===== src/gpio_port_pkg.sv =====
// Package with register map, reset values and pad carrier for the debug-shared port
package gpio_port_pkg;

    localparam int PORT_WIDTH = 8;
    localparam int ADDR_WIDTH = 12;

    // Register byte offsets from the port base
    localparam logic [11:0] OFS_PIN_DATA = 12'h000;
    localparam logic [11:0] OFS_OUTPUT_ENABLE_CTRL = 12'h004;
    localparam logic [11:0] OFS_ALT_FUNCTION_SELECT = 12'h008;
    localparam logic [11:0] OFS_OPEN_DRAIN_CTRL = 12'h028;
    localparam logic [11:0] OFS_PULL_UP_CTRL = 12'h02C;
    localparam logic [11:0] OFS_PULL_DOWN_CTRL = 12'h030;
    localparam logic [11:0] OFS_INPUT_ENABLE_CTRL = 12'h038;

    // Debug pin positions
    localparam int BIT_TCK = 3;
    localparam int BIT_TMS = 4;
    localparam int BIT_TDO = 5;
    localparam int BIT_TDI = 6;
    localparam int BIT_TRST = 7;

    // Reset values of each control register
    localparam logic [7:0] RST_PIN_DATA = 8'h00;
    localparam logic [7:0] RST_OUTPUT_ENABLE = 8'h30;
    localparam logic [7:0] RST_ALT_FUNCTION = 8'hF8;
    localparam logic [7:0] RST_OPEN_DRAIN = 8'h00;
    localparam logic [7:0] RST_PULL_UP = 8'hD0;
    localparam logic [7:0] RST_PULL_DOWN = 8'h08;
    localparam logic [7:0] RST_INPUT_ENABLE = 8'hD8;

    // Pad controls for all eight pins
    typedef struct packed {
        logic [7:0] out;
        logic [7:0] oe_n;
        logic [7:0] pull_up;
        logic [7:0] pull_down;
        logic [7:0] in_en;
    } pad_ctrl_s;

    // Debug core side of the shared pins
    typedef struct packed {
        logic [7:0] out;
        logic [7:0] oe;
    } debug_drive_s;

endpackage


===== src/debug_shared_gpio_port.sv =====
// Eight-bit general-purpose port with debug sharing and an APB register slave
//
// Contract
// - Eight bits, direction set per bit
// - Bit 7 resets to TRST, input, pull-up
// - Bit 6 resets to TDI, input, pull-up
// - Bit 3 resets to debug clock, input, pull-down
// - Bit 4 resets to TMS/SWDIO, input, output, pull-up
// - Bit 5 resets to TDO/SWV, output enabled
// - Other bits reset to plain port, all disabled
// - Function bit 1 alternate, 0 port
// - Debug bits 4/5 keep driving in deep stop
// - Data register bits 7-0, upper read zero
// - Output-control bit 1 enables pin driver
// - Function register decoded at 0x008
// - Open-drain register decoded at 0x028
// - Pull-up 0x02C, pull-down 0x030 decoded
// - Input-enable register decoded at 0x038
// - Open-drain bit 0 push-pull, 1 open-drain
module debug_shared_gpio_port
    import gpio_port_pkg::*;
(
    input wire logic pclk,
    input wire logic presetn,
    input wire logic psel,
    input wire logic penable,
    input wire logic pwrite,
    input wire logic [11:0] paddr,
    input wire logic [31:0] pwdata,
    input wire logic [3:0] pstrb,
    output logic [31:0] prdata,
    output logic pready,
    output logic pslverr,
    input wire logic [7:0] pin_in,
    output pad_ctrl_s pad,
    input wire debug_drive_s debug_drive,
    output logic [7:0] debug_in,
    input wire logic deep_stop,
    input wire logic standby_out_keep
);

    // Control registers
    logic [7:0] pin_data;
    logic [7:0] output_enable_ctrl;
    logic [7:0] alt_function_select;
    logic [7:0] open_drain_ctrl;
    logic [7:0] pull_up_ctrl;
    logic [7:0] pull_down_ctrl;
    logic [7:0] input_enable_ctrl;
    logic [7:0] pin_sample;

    // Address decode
    // function register decode
    wire hit_data = (paddr == OFS_PIN_DATA);
    wire hit_oe = (paddr == OFS_OUTPUT_ENABLE_CTRL);
    wire hit_func = (paddr == OFS_ALT_FUNCTION_SELECT);
    wire hit_od = (paddr == OFS_OPEN_DRAIN_CTRL);
    wire hit_pu = (paddr == OFS_PULL_UP_CTRL);
    wire hit_pd = (paddr == OFS_PULL_DOWN_CTRL);
    wire hit_ie = (paddr == OFS_INPUT_ENABLE_CTRL);
    wire hit_any = hit_data | hit_oe | hit_func | hit_od | hit_pu | hit_pd | hit_ie;

    // Bus phases; one wait state so the read mux settles before prdata is taken
    wire access = psel & penable;
    wire next_pready = access & ~pready;
    wire wr_commit = access & pready & pwrite & hit_any & pstrb[0];

    // Data read view: enabled inputs show the sampled pin, outputs the written latch
    // data read mux
    wire [7:0] data_view = (output_enable_ctrl & pin_data)
        | (~output_enable_ctrl & input_enable_ctrl & pin_sample);

    // Read data selection, upper bits always zero
    // upper bits zero
    wire [7:0] rd_byte = ({8{hit_data}} & data_view)
        | ({8{hit_oe}} & output_enable_ctrl)
        | ({8{hit_func}} & alt_function_select)
        | ({8{hit_od}} & open_drain_ctrl)
        | ({8{hit_pu}} & pull_up_ctrl)
        | ({8{hit_pd}} & pull_down_ctrl)
        | ({8{hit_ie}} & input_enable_ctrl);
    wire [31:0] next_prdata = {24'h000000, rd_byte};

    // Answer flops; an unmapped or reserved offset answers with an error and zero data
    always_ff @(posedge pclk or negedge presetn)
    begin
        if (!presetn)
        begin
            pready <= 1'b0;
            prdata <= 32'h00000000;
            pslverr <= 1'b0;
        end
        else
        begin
            pready <= next_pready;
            prdata <= (next_pready & ~pwrite) ? next_prdata : 32'h00000000;
            pslverr <= next_pready & ~hit_any;
        end
    end

    // Register writes, taken on the edge that sees pready high
    // reset to TRST setup
    always_ff @(posedge pclk or negedge presetn)
    begin
        if (!presetn)
        begin
            pin_data <= RST_PIN_DATA;
            output_enable_ctrl <= RST_OUTPUT_ENABLE;
            alt_function_select <= RST_ALT_FUNCTION;
            open_drain_ctrl <= RST_OPEN_DRAIN;
            pull_up_ctrl <= RST_PULL_UP;
            pull_down_ctrl <= RST_PULL_DOWN;
            input_enable_ctrl <= RST_INPUT_ENABLE;
        end
        else if (wr_commit)
        begin
            if (hit_data)
                pin_data <= pwdata[7:0];
            if (hit_oe)
                output_enable_ctrl <= pwdata[7:0];
            if (hit_func)
                alt_function_select <= pwdata[7:0];
            if (hit_od)
                open_drain_ctrl <= pwdata[7:0];
            if (hit_pu)
                pull_up_ctrl <= pwdata[7:0];
            if (hit_pd)
                pull_down_ctrl <= pwdata[7:0];
            if (hit_ie)
                input_enable_ctrl <= pwdata[7:0];
        end
    end

    // Per-pin pad logic; each bit chooses direction on its own
    // per-bit direction
    pad_ctrl_s next_pad;
    logic [7:0] next_debug_in;
    logic [7:0] stop_hold;
    genvar i;
    generate
        for (i = 0; i < PORT_WIDTH; i++)
        begin : g_pin
            wire alt = alt_function_select[i];
            wire value = alt ? debug_drive.out[i] : pin_data[i];
            wire want_drive = output_enable_ctrl[i] & (~alt | debug_drive.oe[i]);
            wire stop_exempt = alt & ((i == BIT_TMS) || (i == BIT_TDO));
            assign stop_hold[i] = ~deep_stop | standby_out_keep | stop_exempt;
            wire drive = want_drive & stop_hold[i] & (~open_drain_ctrl[i] | ~value);
            assign next_pad.out[i] = value;
            assign next_pad.oe_n[i] = ~drive;
            assign next_pad.pull_up[i] = pull_up_ctrl[i];
            assign next_pad.pull_down[i] = pull_down_ctrl[i];
            assign next_pad.in_en[i] = input_enable_ctrl[i];
            // Disabled input buffer reads low, so the debug core sees no float
            assign next_debug_in[i] = alt & input_enable_ctrl[i] & pin_in[i];
        end
    endgenerate

    // Pad and input flops; outputs come straight from here
    always_ff @(posedge pclk or negedge presetn)
    begin
        if (!presetn)
        begin
            pad.out <= 8'h00;
            pad.oe_n <= 8'hFF;
            pad.pull_up <= RST_PULL_UP;
            pad.pull_down <= RST_PULL_DOWN;
            pad.in_en <= RST_INPUT_ENABLE;
            debug_in <= 8'h00;
            pin_sample <= 8'h00;
        end
        else
        begin
            pad <= next_pad;
            debug_in <= next_debug_in;
            pin_sample <= pin_in;
        end
    end

    // Checks on the design's own behaviour
    logic first_cycle;
    always_ff @(posedge pclk or negedge presetn)
    begin
        if (!presetn)
            first_cycle <= 1'b1;
        else
            first_cycle <= 1'b0;
    end
endmodule


===== config.mk =====
export PLATFORM = sky130hd
export DESIGN_NAME = debug_shared_gpio_port
export DESIGN_NICKNAME = d
export VERILOG_FILES = /design/src/gpio_port_pkg.sv /design/src/debug_shared_gpio_port.sv
export SDC_FILE = /design/constraint.sdc
export NUM_CORES = 1
export LEC_CHECK = 0
export BUFFER_PORTS_ARGS = -buffer_cell sky130_fd_sc_hd__buf_2
export CORE_MARGIN = 2
export CORE_UTILIZATION = 25
export DETAILED_ROUTE_END_ITERATION = 10
export PLACE_DENSITY_LB_ADDON = 0.08
export SLEW_MARGIN = 20
export SYNTH_ARGS = -nofsm -noshare
export SYNTH_HDL_FRONTEND = slang
export SYNTH_SLANG_ARGS = --single-unit

===== constraint.sdc =====
create_clock -name pclk -period 2.3 [get_ports pclk]
set_input_delay 0.345 -clock pclk [delete_from_list [all_inputs] [get_ports pclk]]
set_output_delay 0.345 -clock pclk [all_outputs]
set_load 0.01 [all_outputs]

==> key figures, run 1 <==
GRT
  • GRT Total Usage: between 10% and 20%
  • First-pass GRT wire length: between 20 and 25 mm
  • Remaining Overflow, GRT: 0
  • Pin count of the biggest net entering global routing: 123
  • Vias in the first global route: between 3000 and 4000
  • Initial antenna violation count: 0

STA
  • RSZ-0062 raised after global routing: false
  • Worst-margin pin slew: 0.687 ns
  • Final Cycle Share: 81.1%
  • Tmin final: 1.87 ns
  • Final Setup Violations: 0
  • Post-route setup TNS: 0 ns
  • Final hold slack: 0.0240 ns
  • Setup ws final: ~0.43 ns
  • Clk_skew: 0.00523 ns
  • F_max: 536 MHz
  • Fin. Hold Viols: 0
  • Fin. max-slew vios: 0
  • Worst slew margin: 54.2%

Detailed routing
  • DRT iter0 DRCs: about 120
  • Residual DRC: 0
  • Antenna viol nets, final: 0
  • Final wirelength: 14.5 mm
  • Drt wl/cell: between 15 and 20 um
  • Pre-Repair DR Iteration Count: 4
  • Via/cell ratio: 4.35
  • Vias: 3466

Clock network
  • Post-CTS Repair Setup Buffers: 0
  • CTS sink count: approximately 120
  • CTS tree: done
  • Clock-pin slew on the worst setup and hold paths: 0.06 ns
  • H-Tree Depth: 4
  • Clock root buffer: clkbuf_16
  • Total CTS buffers: 17
  • Post-CTS Resized: 0
  • # hold bufs at CTS: 0
  • Clk_lat worst skew: around 0.41 ns
  • Maximum root-to-sink buffer count: 2

Critical path
  • CP arrival: 2.16 ns
  • CP Capture Type: flop
  • Reg-to-reg startpoint: pready
  • Worst Setup SP: pready
  • WS Path Type: reg -> reg
  • CP startpoint kind: flop
  • Crit-path max FO: 6
  • Required @ worst endpoint: about 2.6 ns

Synthesis
  • EDFF count, synth: 0
  • Yosys cell types: 51
  • YS warnings: 0
  • Synth Flop Type: dfrtp_1
  • Synthesis-stage register bit count: 122
  • Mapped Cells: 378
  • Syn_area_per_cell: approximately 14 sq um
  • Mapped Area: 5170 sq um
  • Async S/R FF share, synth: 100%
  • Register area share after synthesis: 59.8%

Placed design
  • HPWL after detailed placement: around 9.8 mm
  • Gpl congestion: 0.771
  • Pre-CTS WS: 0.0812 ns
  • Cells after DPL: 764
  • Port bufs: 109

Finish
  • Area Growth Syn to Fin: 30.0%
  • Finished Layout Cells: 796
  • Most frequent cells in the layout: buf_2 (108), dfrtp_1 (91), mux2_2 (61), dfstp_2 (31), nand2_1 (25)
  • Layout cells sized above 1: 50.2%
  • Commonest non-fill, non-tap cell in the layout: buf_2
  • Diodes inserted: 0
  • Fin nets: 592

Power
  • Post-layout total power: slightly above 5 mW
  • Power per cell area: just under 800 nW/um^2
  • Worst vdd ir: 460 uV
  • P_leak: 3.25 nW

Floorplanning
  • Die Span Y: 148 um
  • Ports: 161
  • # rows: 52
  • Die area: between 20000 and 25000 sq um
  • Core box area: 20300 sq um
  • Die width: roughly 150 um
  • Initial Utilization: 25.5%

Worst hold path
  • Worst min path class: in -> async

Status
  • Status: complete, no violations

Run
  • Max Cap Viol: 0
[Yosys cell counts (all sizes together), types with 3 or more instances]
cell type / instances / area (sq um)
nand3: 3 / 15.0
buf: 32 / 224
and3: 9 / 56.3
a21o: 6 / 45.0
nand4: 7 / 110
mux2i: 10 / 113
dfstp: 31 / 815
nand2b: 3 / 18.8
o21ai: 3 / 15.0
or3: 3 / 18.8
clkbuf: 6 / 22.5
mux2: 64 / 721
o22ai: 6 / 37.5
nor2b: 3 / 18.8
inv: 6 / 22.5
and3b: 3 / 26.3
dfrtp: 91 / 2280
a221o: 6 / 60.1
o2111ai: 6 / 52.6
nand2: 25 / 93.8
a22oi: 6 / 45.0
and2: 4 / 25.0
nor4b: 3 / 26.3
nor2: 6 / 22.5
nand3b: 7 / 52.6
a21oi: 8 / 40.0
[per-layer routing]
metal / up-vias / part of all wire [%] / track usage [%]
met3: 18 / 5.6 / 4.17
met5: - / 0 / 0
met4: 0 / 1.8 / 5.10
met1: 1747 / 48 / 19.0
li1: 1597 / - / -
met2: 104 / 44 / 20.4
[state kept, by name, summed over array words and instances (netlist names)]
register / cells
pad: 40
alt_function_select: 8
debug_in: 8
input_enable_ctrl: 8
open_drain_ctrl: 8
output_enable_ctrl: 8
pin_data: 8
pin_sample: 8
prdata: 8
pull_down_ctrl: 8
pull_up_ctrl: 8
pready: 1
pslverr: 1
[path summary, 6_finish.rpt]
check	to	cells after the start	slack, ns
worst max-delay path	open_drain_ctrl[5]	6	0.43
worst min-delay path	pad[0]	2	0.02
worst max register to register	open_drain_ctrl[5]	6	0.43
worst min register to register	pad[11]	0	0.38
max in group asynchronous	open_drain_ctrl[6]	2	1.76
min in group pclk	pin_sample[5]	1	0.05
[stage by stage]
stage                     area [sq um]  utilization, %
after floorplan                   5260               -
after global placement            6110            30.1
after detailed placement          6110            30.1
after CTS                         6730            33.1
after global routing              6730            33.1
final                             6730            33.1
[cell type report]
cell class	instances	area (sq um)
fill	2075	13600
timing repair buffer	131	751
tap	270	338
sequential	122	3090
inverter	6	22.5
clock buffer	20	447
clock inverter	12	171
multi-input combinational	235	1910
[kinds of logic after synthesis]
kind of cell,count (synthesis),share of synthesized area (%)
flops,122,59.8
simple gates,87,11.6
mux,74,16.1
compound gates,50,7.28
buf+inv,44,5.20
other cells,1,0.0725
[where the power goes]
| part | switching, mW | internal (mW) |
|---|---|---|
| registers | 0.00323 | 2.16 |
| logic | 0.151 | 0.0709 |
| clock network | 0.970 | 1.84 |
| total | 1.12 | 4.07 |
[critical path, stage by stage, from the launching register on]
cell and delay, ns:
dfrtp_1 0.37, and4_1 0.24, and4_1 0.25, buf_12 0.15, and3_1 0.21, buf_4 0.18
mux2_2 0.34
No activity file was read; power rests on OpenSTA's default activity.
==> run 2: changes to the inputs <==
Clock period 2.3 ns to 1.6 ns, I/O delays scaled along.
==> run 2 against run 1 <==
Compared with the run above:
- the run now ends with negative setup slack left
- critical path depth down 1
- clock power is 59% higher
- global-route usage grew 0.91 points
- critical endpoint is now pull_up_ctrl[5]
- wire length rose by 6.4%
- worst setup slack worse by 0.47 ns
- first-iteration DRC count rose by 37%
- non-clock buffer count grew 47
- sequential share of layout area shrank 4.1 points
- die area unchanged
==> key figures, run 2 (synthesis gave the netlist of run 1 again) <==
Floorplanning
  • Ports: 161
  • Die Span Y: roughly 150 um
  • # rows: 52
  • Initial Utilization: 25.5%
  • Die width: 148 um
  • Die area: between 20000 and 25000 sq um
  • Core box area: 20300 sq um

Critical path
  • Crit-path max FO: 8
  • CP Capture Type: flop
  • Critical-path cell list: and4_1 -> and4_4 -> buf_12 -> nand4b_4 -> mux2_4
  • WS Path Type: reg -> reg
  • Reg2Reg Depth: 5
  • CP startpoint kind: flop
  • Slowest library cell on the worst path: mux2_4
  • Slowest stage delay, CP: 0.37 ns
  • Reg-to-reg startpoint: pready
  • Required @ worst endpoint: 1.90 ns
  • Flop2flop setup slack: -0.03 ns
  • Worst R2R End: pull_up_ctrl[5]
  • CP arrival: 1.93 ns

Worst hold path
  • Worst min path class: in -> reg
  • Hold endpoint: pad[30]
  • Hold path cells: 2
  • Min-delay src: debug_drive[6]

Placed design
  • Port bufs: 109
  • HPWL after detailed placement: 11.0 mm
  • Placed inst area: 6430 sq um
  • Gpl congestion: between 0.7 and 0.8

Finish
  • Core Util, Final: between 30% and 40%
  • Finished Cell Area: 7380 sq um
  • Fillers: around 2000
  • Fin nets: roughly 640
  • Area Growth Syn to Fin: 42.7%
  • Max reg flops: 40
  • Most frequent cells in the layout: buf_2 (108), dfrtp_1 (91), mux2_2 (50), buf_4 (44), dfstp_2 (31)
  • Layout cells sized above 1: 54.1%
  • Reg with most FFs: pad
  • Commonest non-fill, non-tap cell in the layout: buf_2
  • Diodes inserted: 0

Clock network
  • CTS sink count: 122
  • Clock root buffer: clkbuf_16
  • Clock-pin slew on the worst setup and hold paths: 0.06 ns
  • Clk_lat worst skew: 0.41 ns
  • Maximum root-to-sink buffer count: 2
  • Total CTS buffers: 17
  • CTS tree: done
  • H-Tree Depth: 4

Detailed routing
  • Pre-Repair DR Iteration Count: 4
  • Via/cell ratio: 4.35
  • DRT iter0 DRCs: 157
  • Residual DRC: 0
  • Vias: 3671
  • Final wirelength: 15.4 mm
  • Antenna viol nets, final: 0
  • Drt wl/cell: 18.3 um

STA
  • Worst-margin pin slew: 0.800 ns
  • Final hold slack: between 0.02 and 0.025 ns
  • Final Cycle Share: 102%
  • Fin. Hold Viols: 0
  • Clk_skew: 0.00603 ns
  • Fin. max-slew vios: 0
  • Tmin final: between 1.5 and 2 ns
  • Setup ws final: -0.0334 ns
  • F_max: 612 MHz
  • Final Setup Violations: 9
  • RSZ-0062 raised after global routing: true
  • Worst slew margin: 46.5%

Run
  • Max Cap Viol: 0

GRT
  • Vias in the first global route: 3922
  • Pin count of the biggest net entering global routing: 70
  • Initial antenna violation count: 0
  • Remaining Overflow, GRT: 0
  • First-pass GRT wire length: 23.9 mm
  • GRT Total Usage: 14.7%

Status
  • Failing checks: negative setup slack
  • Status: finished, violations left

Power
  • P_leak: 3.56 nW
  • Worst vdd ir: 601 uV
  • Power per cell area: 1080 nW/um^2
## run 2: cell types whose count changed in the layout (fill, tap and decap cells not counted), sizes merged
cell	change
inv	-1
clkbuf	+1
clkinvlp	+1
buf	+34
dlygate4sd3	+13
clkinv	-3
bufinv	+2
## run 2: report_power, final
| part | internal [mW] | leakage [nW] | switching, mW |
|---|---|---|---|
| Combinational | 0.167 | 1.66 | 0.245 |
| Sequential | 3.10 | 1.57 | 0.00524 |
| Clock | 3.04 | 0.322 | 1.43 |
| Total | 6.31 | 3.56 | 1.68 |
## run 2: critical path: cells and delay by family (launching register included)
family	cells	cell delay, ns
buf+inv	1	0.13
flops	1	0.35
mux	1	0.37
simple gates	3	0.68
## run 2: timing repair
action | CTS | global route
pin swaps | 5 | 3
hold endpoints to repair | 103 | 0
gates resized for setup | 12 | 4
hold buffers | 13 | 0
setup buffers | 4 | 0
setup endpoints to repair | 50 | 49
## run 2: worst max path at each step
stage,startpoint,end,slack (ns)
after floorplan,pready,open_drain_ctrl[0],-0.09
after global placement,paddr[6],output_enable_ctrl[7],-0.34
after detailed placement,paddr[6],output_enable_ctrl[1],-0.39
after CTS,pready,pull_up_ctrl[5],-0.06
after global routing,pready,pull_up_ctrl[5],-0.13
final,pready,pull_up_ctrl[5],-0.03
## run 2: area by class of cell
class	instances	area (sq um)	area share, %
Timing Repair Buffer	178	1230	16.6
Multi-Input combinational cell	235	2020	27.3
Tap cell	270	338	4.58
Clock inverter	11	215	2.92
Sequential cell	122	3090	41.9
Clock buffer	21	470	6.37
Inverter	6	22.5	0.305
## run 2: stage by stage
stage	setup TNS (ns)	instances	setup WS, ns	power [mW]
final	-0.204	843	-0.0334	8.00
after detailed placement	-17.32	794	-0.393	3.55
after global placement	-16.76	794	-0.342	3.55
after global routing	-2.47	843	-0.127	8.28
after floorplan	-3.00	401	-0.0947	3.32
after CTS	-0.632	843	-0.0620	8.09
## run 2: metal layers
metal / part of all wire [%] / GRT usage, %
met1: 51 / 21.5
met4: 1.1 / 4.00
met5: 0 / 0
met2: 44 / 21.4
met3: 4.7 / 3.98
==> run 3: changes to the inputs <==
Settings changed: CELL_PAD_IN_SITES_DETAIL_PLACEMENT from default to 1, CELL_PAD_IN_SITES_GLOBAL_PLACEMENT from default to 1, CORE_ASPECT_RATIO from default to 1.5.
Clock period 1.6 ns to 2.05 ns, I/O delays scaled along.
==> run 3 against run 2 <==
Compared with the run above:
- the run now ends clean
- core utilization decreased by 2.5 points
- final cell count decreased by 4.0%
- worst setup slack improved by 0.23 ns
- total power decreased by 29%
- sequential power decreased by 22%
- global-route usage decreased by 0.34 points
- first-iteration DRC count decreased by 8.3%
- critical path type unchanged
==> key figures, run 3 (synthesis gave the netlist of run 1 again) <==
STA
  • Final Setup Violations: 0
  • Final hold slack: 0.0204 ns
  • Fin. Hold Viols: 0
  • Tmin final: roughly 1.9 ns
  • RSZ-0062 raised after global routing: false
  • Worst-margin pin slew: 0.684 ns
  • Worst slew margin: 54.3%
  • Final Cycle Share: between 90 and 100%
  • Fin. max-slew vios: 0
  • Clk_skew: ~0.0063 ns
  • F_max: 538 MHz

Critical path
  • Slowest library cell on the worst path: dfrtp_1
  • Buf/Inv on CP: 1
  • Flop2flop setup slack: between 0.15 and 0.2 ns
  • CP startpoint kind: flop
  • Worst path top cell family by delay: simple AND/OR/NAND/NOR gates
  • CP arrival: between 2 and 2.5 ns
  • Critical-path cell list: and4_1 -> and4_1 -> buf_12 -> nand4_4 -> mux2_2
  • WS Path Type: reg -> reg
  • Reg2Reg Depth: 5
  • Most frequent CP cell: and4_1
  • Critical Path Sink: output_enable_ctrl[0]
  • Worst Setup SP: pready
  • Reg-to-reg startpoint: pready
  • Slowest stage delay, CP: 0.38 ns
  • Critical Path Stages: 5
  • CP Capture Type: flop
  • Worst R2R End: output_enable_ctrl[0]
  • Crit-path max FO: 8
  • Required @ worst endpoint: 2.34 ns

Floorplanning
  • Ports: ~160
  • Die width: 121 um
  • Core box area: 20300 sq um
  • Die Span Y: 180 um
  • Initial Utilization: 25.4%
  • Die area: 21900 sq um
  • # rows: 64

Detailed routing
  • Final wirelength: approximately 15 mm
  • Residual DRC: 0
  • Pre-Repair DR Iteration Count: 4
  • Vias: 3583
  • Antenna viol nets, final: 0
  • Via/cell ratio: between 4 and 5
  • Drt wl/cell: approximately 19 um
  • DRT iter0 DRCs: 144

Placed design
  • Placed inst area: 6290 sq um
  • Port bufs: 109
  • HPWL after detailed placement: 11.0 mm
  • Gpl congestion: about 0.8
  • Cells after DPL: 775

Clock network
  • Maximum root-to-sink buffer count: 2
  • Total CTS buffers: 17
  • Clock-pin slew on the worst setup and hold paths: 0.06 ns
  • CTS tree: done
  • Clock root buffer: clkbuf_16
  • # hold bufs at CTS: 2
  • Post-CTS Resized: 0
  • Post-CTS Repair Setup Buffers: 0
  • Clk_lat worst skew: slightly above 0.4 ns
  • CTS sink count: 122
  • H-Tree Depth: 4

GRT
  • GRT Total Usage: 14.4%
  • Vias in the first global route: 3924
  • Remaining Overflow, GRT: 0
  • Initial antenna violation count: 0
  • First-pass GRT wire length: between 20 and 25 mm
  • Pin count of the biggest net entering global routing: 48

Finish
  • Diodes inserted: 0
  • Layout cells sized above 1: between 50% and 60%
  • Fillers: 2274
  • Fin nets: slightly above 600
  • Commonest non-fill, non-tap cell in the layout: buf_2
  • Finished Cell Area: 6900 sq um
  • Most frequent cells in the layout: buf_2 (108), dfrtp_1 (91), mux2_2 (61), buf_4 (32), dfstp_2 (31)
  • Area Growth Syn to Fin: 33.3%
  • Max reg flops: 40
  • Reg with most FFs: pad
  • Finished Layout Cells: 809

Power
  • Switching part of the total: 23.2%
  • Internal: 4.35 mW
  • Part of the power in combinational logic: 4.8%
  • Reg power frac: 42.8%
  • Psw: 1.31 mW
  • Clock power share: roughly 52%
  • Power per cell area: 821 nW/um^2
  • P_leak: 3.34 nW
  • Worst vdd ir: 458 uV

Status
  • Status: complete, no violations

Worst hold path
  • Worst min path class: in -> reg

Run
  • Max Cap Viol: 0
-- run 3: cell types whose count changed in the layout (fill, tap and decap cells not counted), sizes merged --
cell,before,now
dlygate4sd3,13,2
clkinv,1,6
inv,6,9
clkbuf,21,19
bufinv,6,2
clkinvlp,4,2
buf,165,148
-- run 3: layout make-up --
type / count / area, sq um / area share (%)
flip-flops and latches: 122 / 3090 / 44.8
well taps: 264 / 330 / 4.79
clock buffers: 19 / 443 / 6.42
multi-input cells: 235 / 1910 / 27.6
repair buffers: 150 / 961 / 13.9
clock inverters: 13 / 143 / 2.07
inverters: 6 / 22.5 / 0.327
-- run 3: per-layer routing --
layer  wire length [um]  GRT usage, %
met3                567          3.04
met2               8070          25.5
met1               6180          17.3
met5                  0             0
met4                176          4.14
-- run 3: stage by stage --
step / setup WS (ns) / util (%) / TNS [ns] / total power [mW]
after floorplan: 0.113 / - / 0 / 2.58
after global placement: -0.244 / 30.9 / -4.17 / 2.74
after detailed placement: -0.225 / 30.9 / -5.04 / 2.74
after CTS: 0.143 / 33.9 / 0 / 5.76
after global routing: 0.110 / 33.9 / 0 / 5.90
final: 0.192 / 33.9 / 0 / 5.66
-- run 3: worst min path at each step --
stage / from / endpoint / slack (ns) / cells after the start
final: pin_in[2] / pin_sample[2] / 0.02 / 1
after global routing: pin_in[2] / pin_sample[2] / 0.0008 / 1
after CTS: pin_in[2] / pin_sample[2] / 0.003 / 1
after detailed placement: presetn / debug_in[0] / 0.32 / 1
after global placement: presetn / debug_in[0] / 0.31 / 1
after floorplan: presetn / alt_function_select[0] / 0.01 / 0
-- run 3: power groups by stage --
stage	registers, mW	clock network [mW]	logic (mW)
floorplan	2.47	0	0.115
global placement	2.47	0	0.273
detailed placement	2.47	0	0.277
CTS	2.43	3.05	0.280
global route	2.43	3.17	0.301
finish	2.43	2.97	0.272
-- run 3: worst register-to-register path, stage by stage (launching register included) --
cell and delay, ns:
dfrtp_1 0.38, and4_1 0.24, and4_1 0.32, buf_12 0.17, nand4_4 0.26, mux2_2 0.37
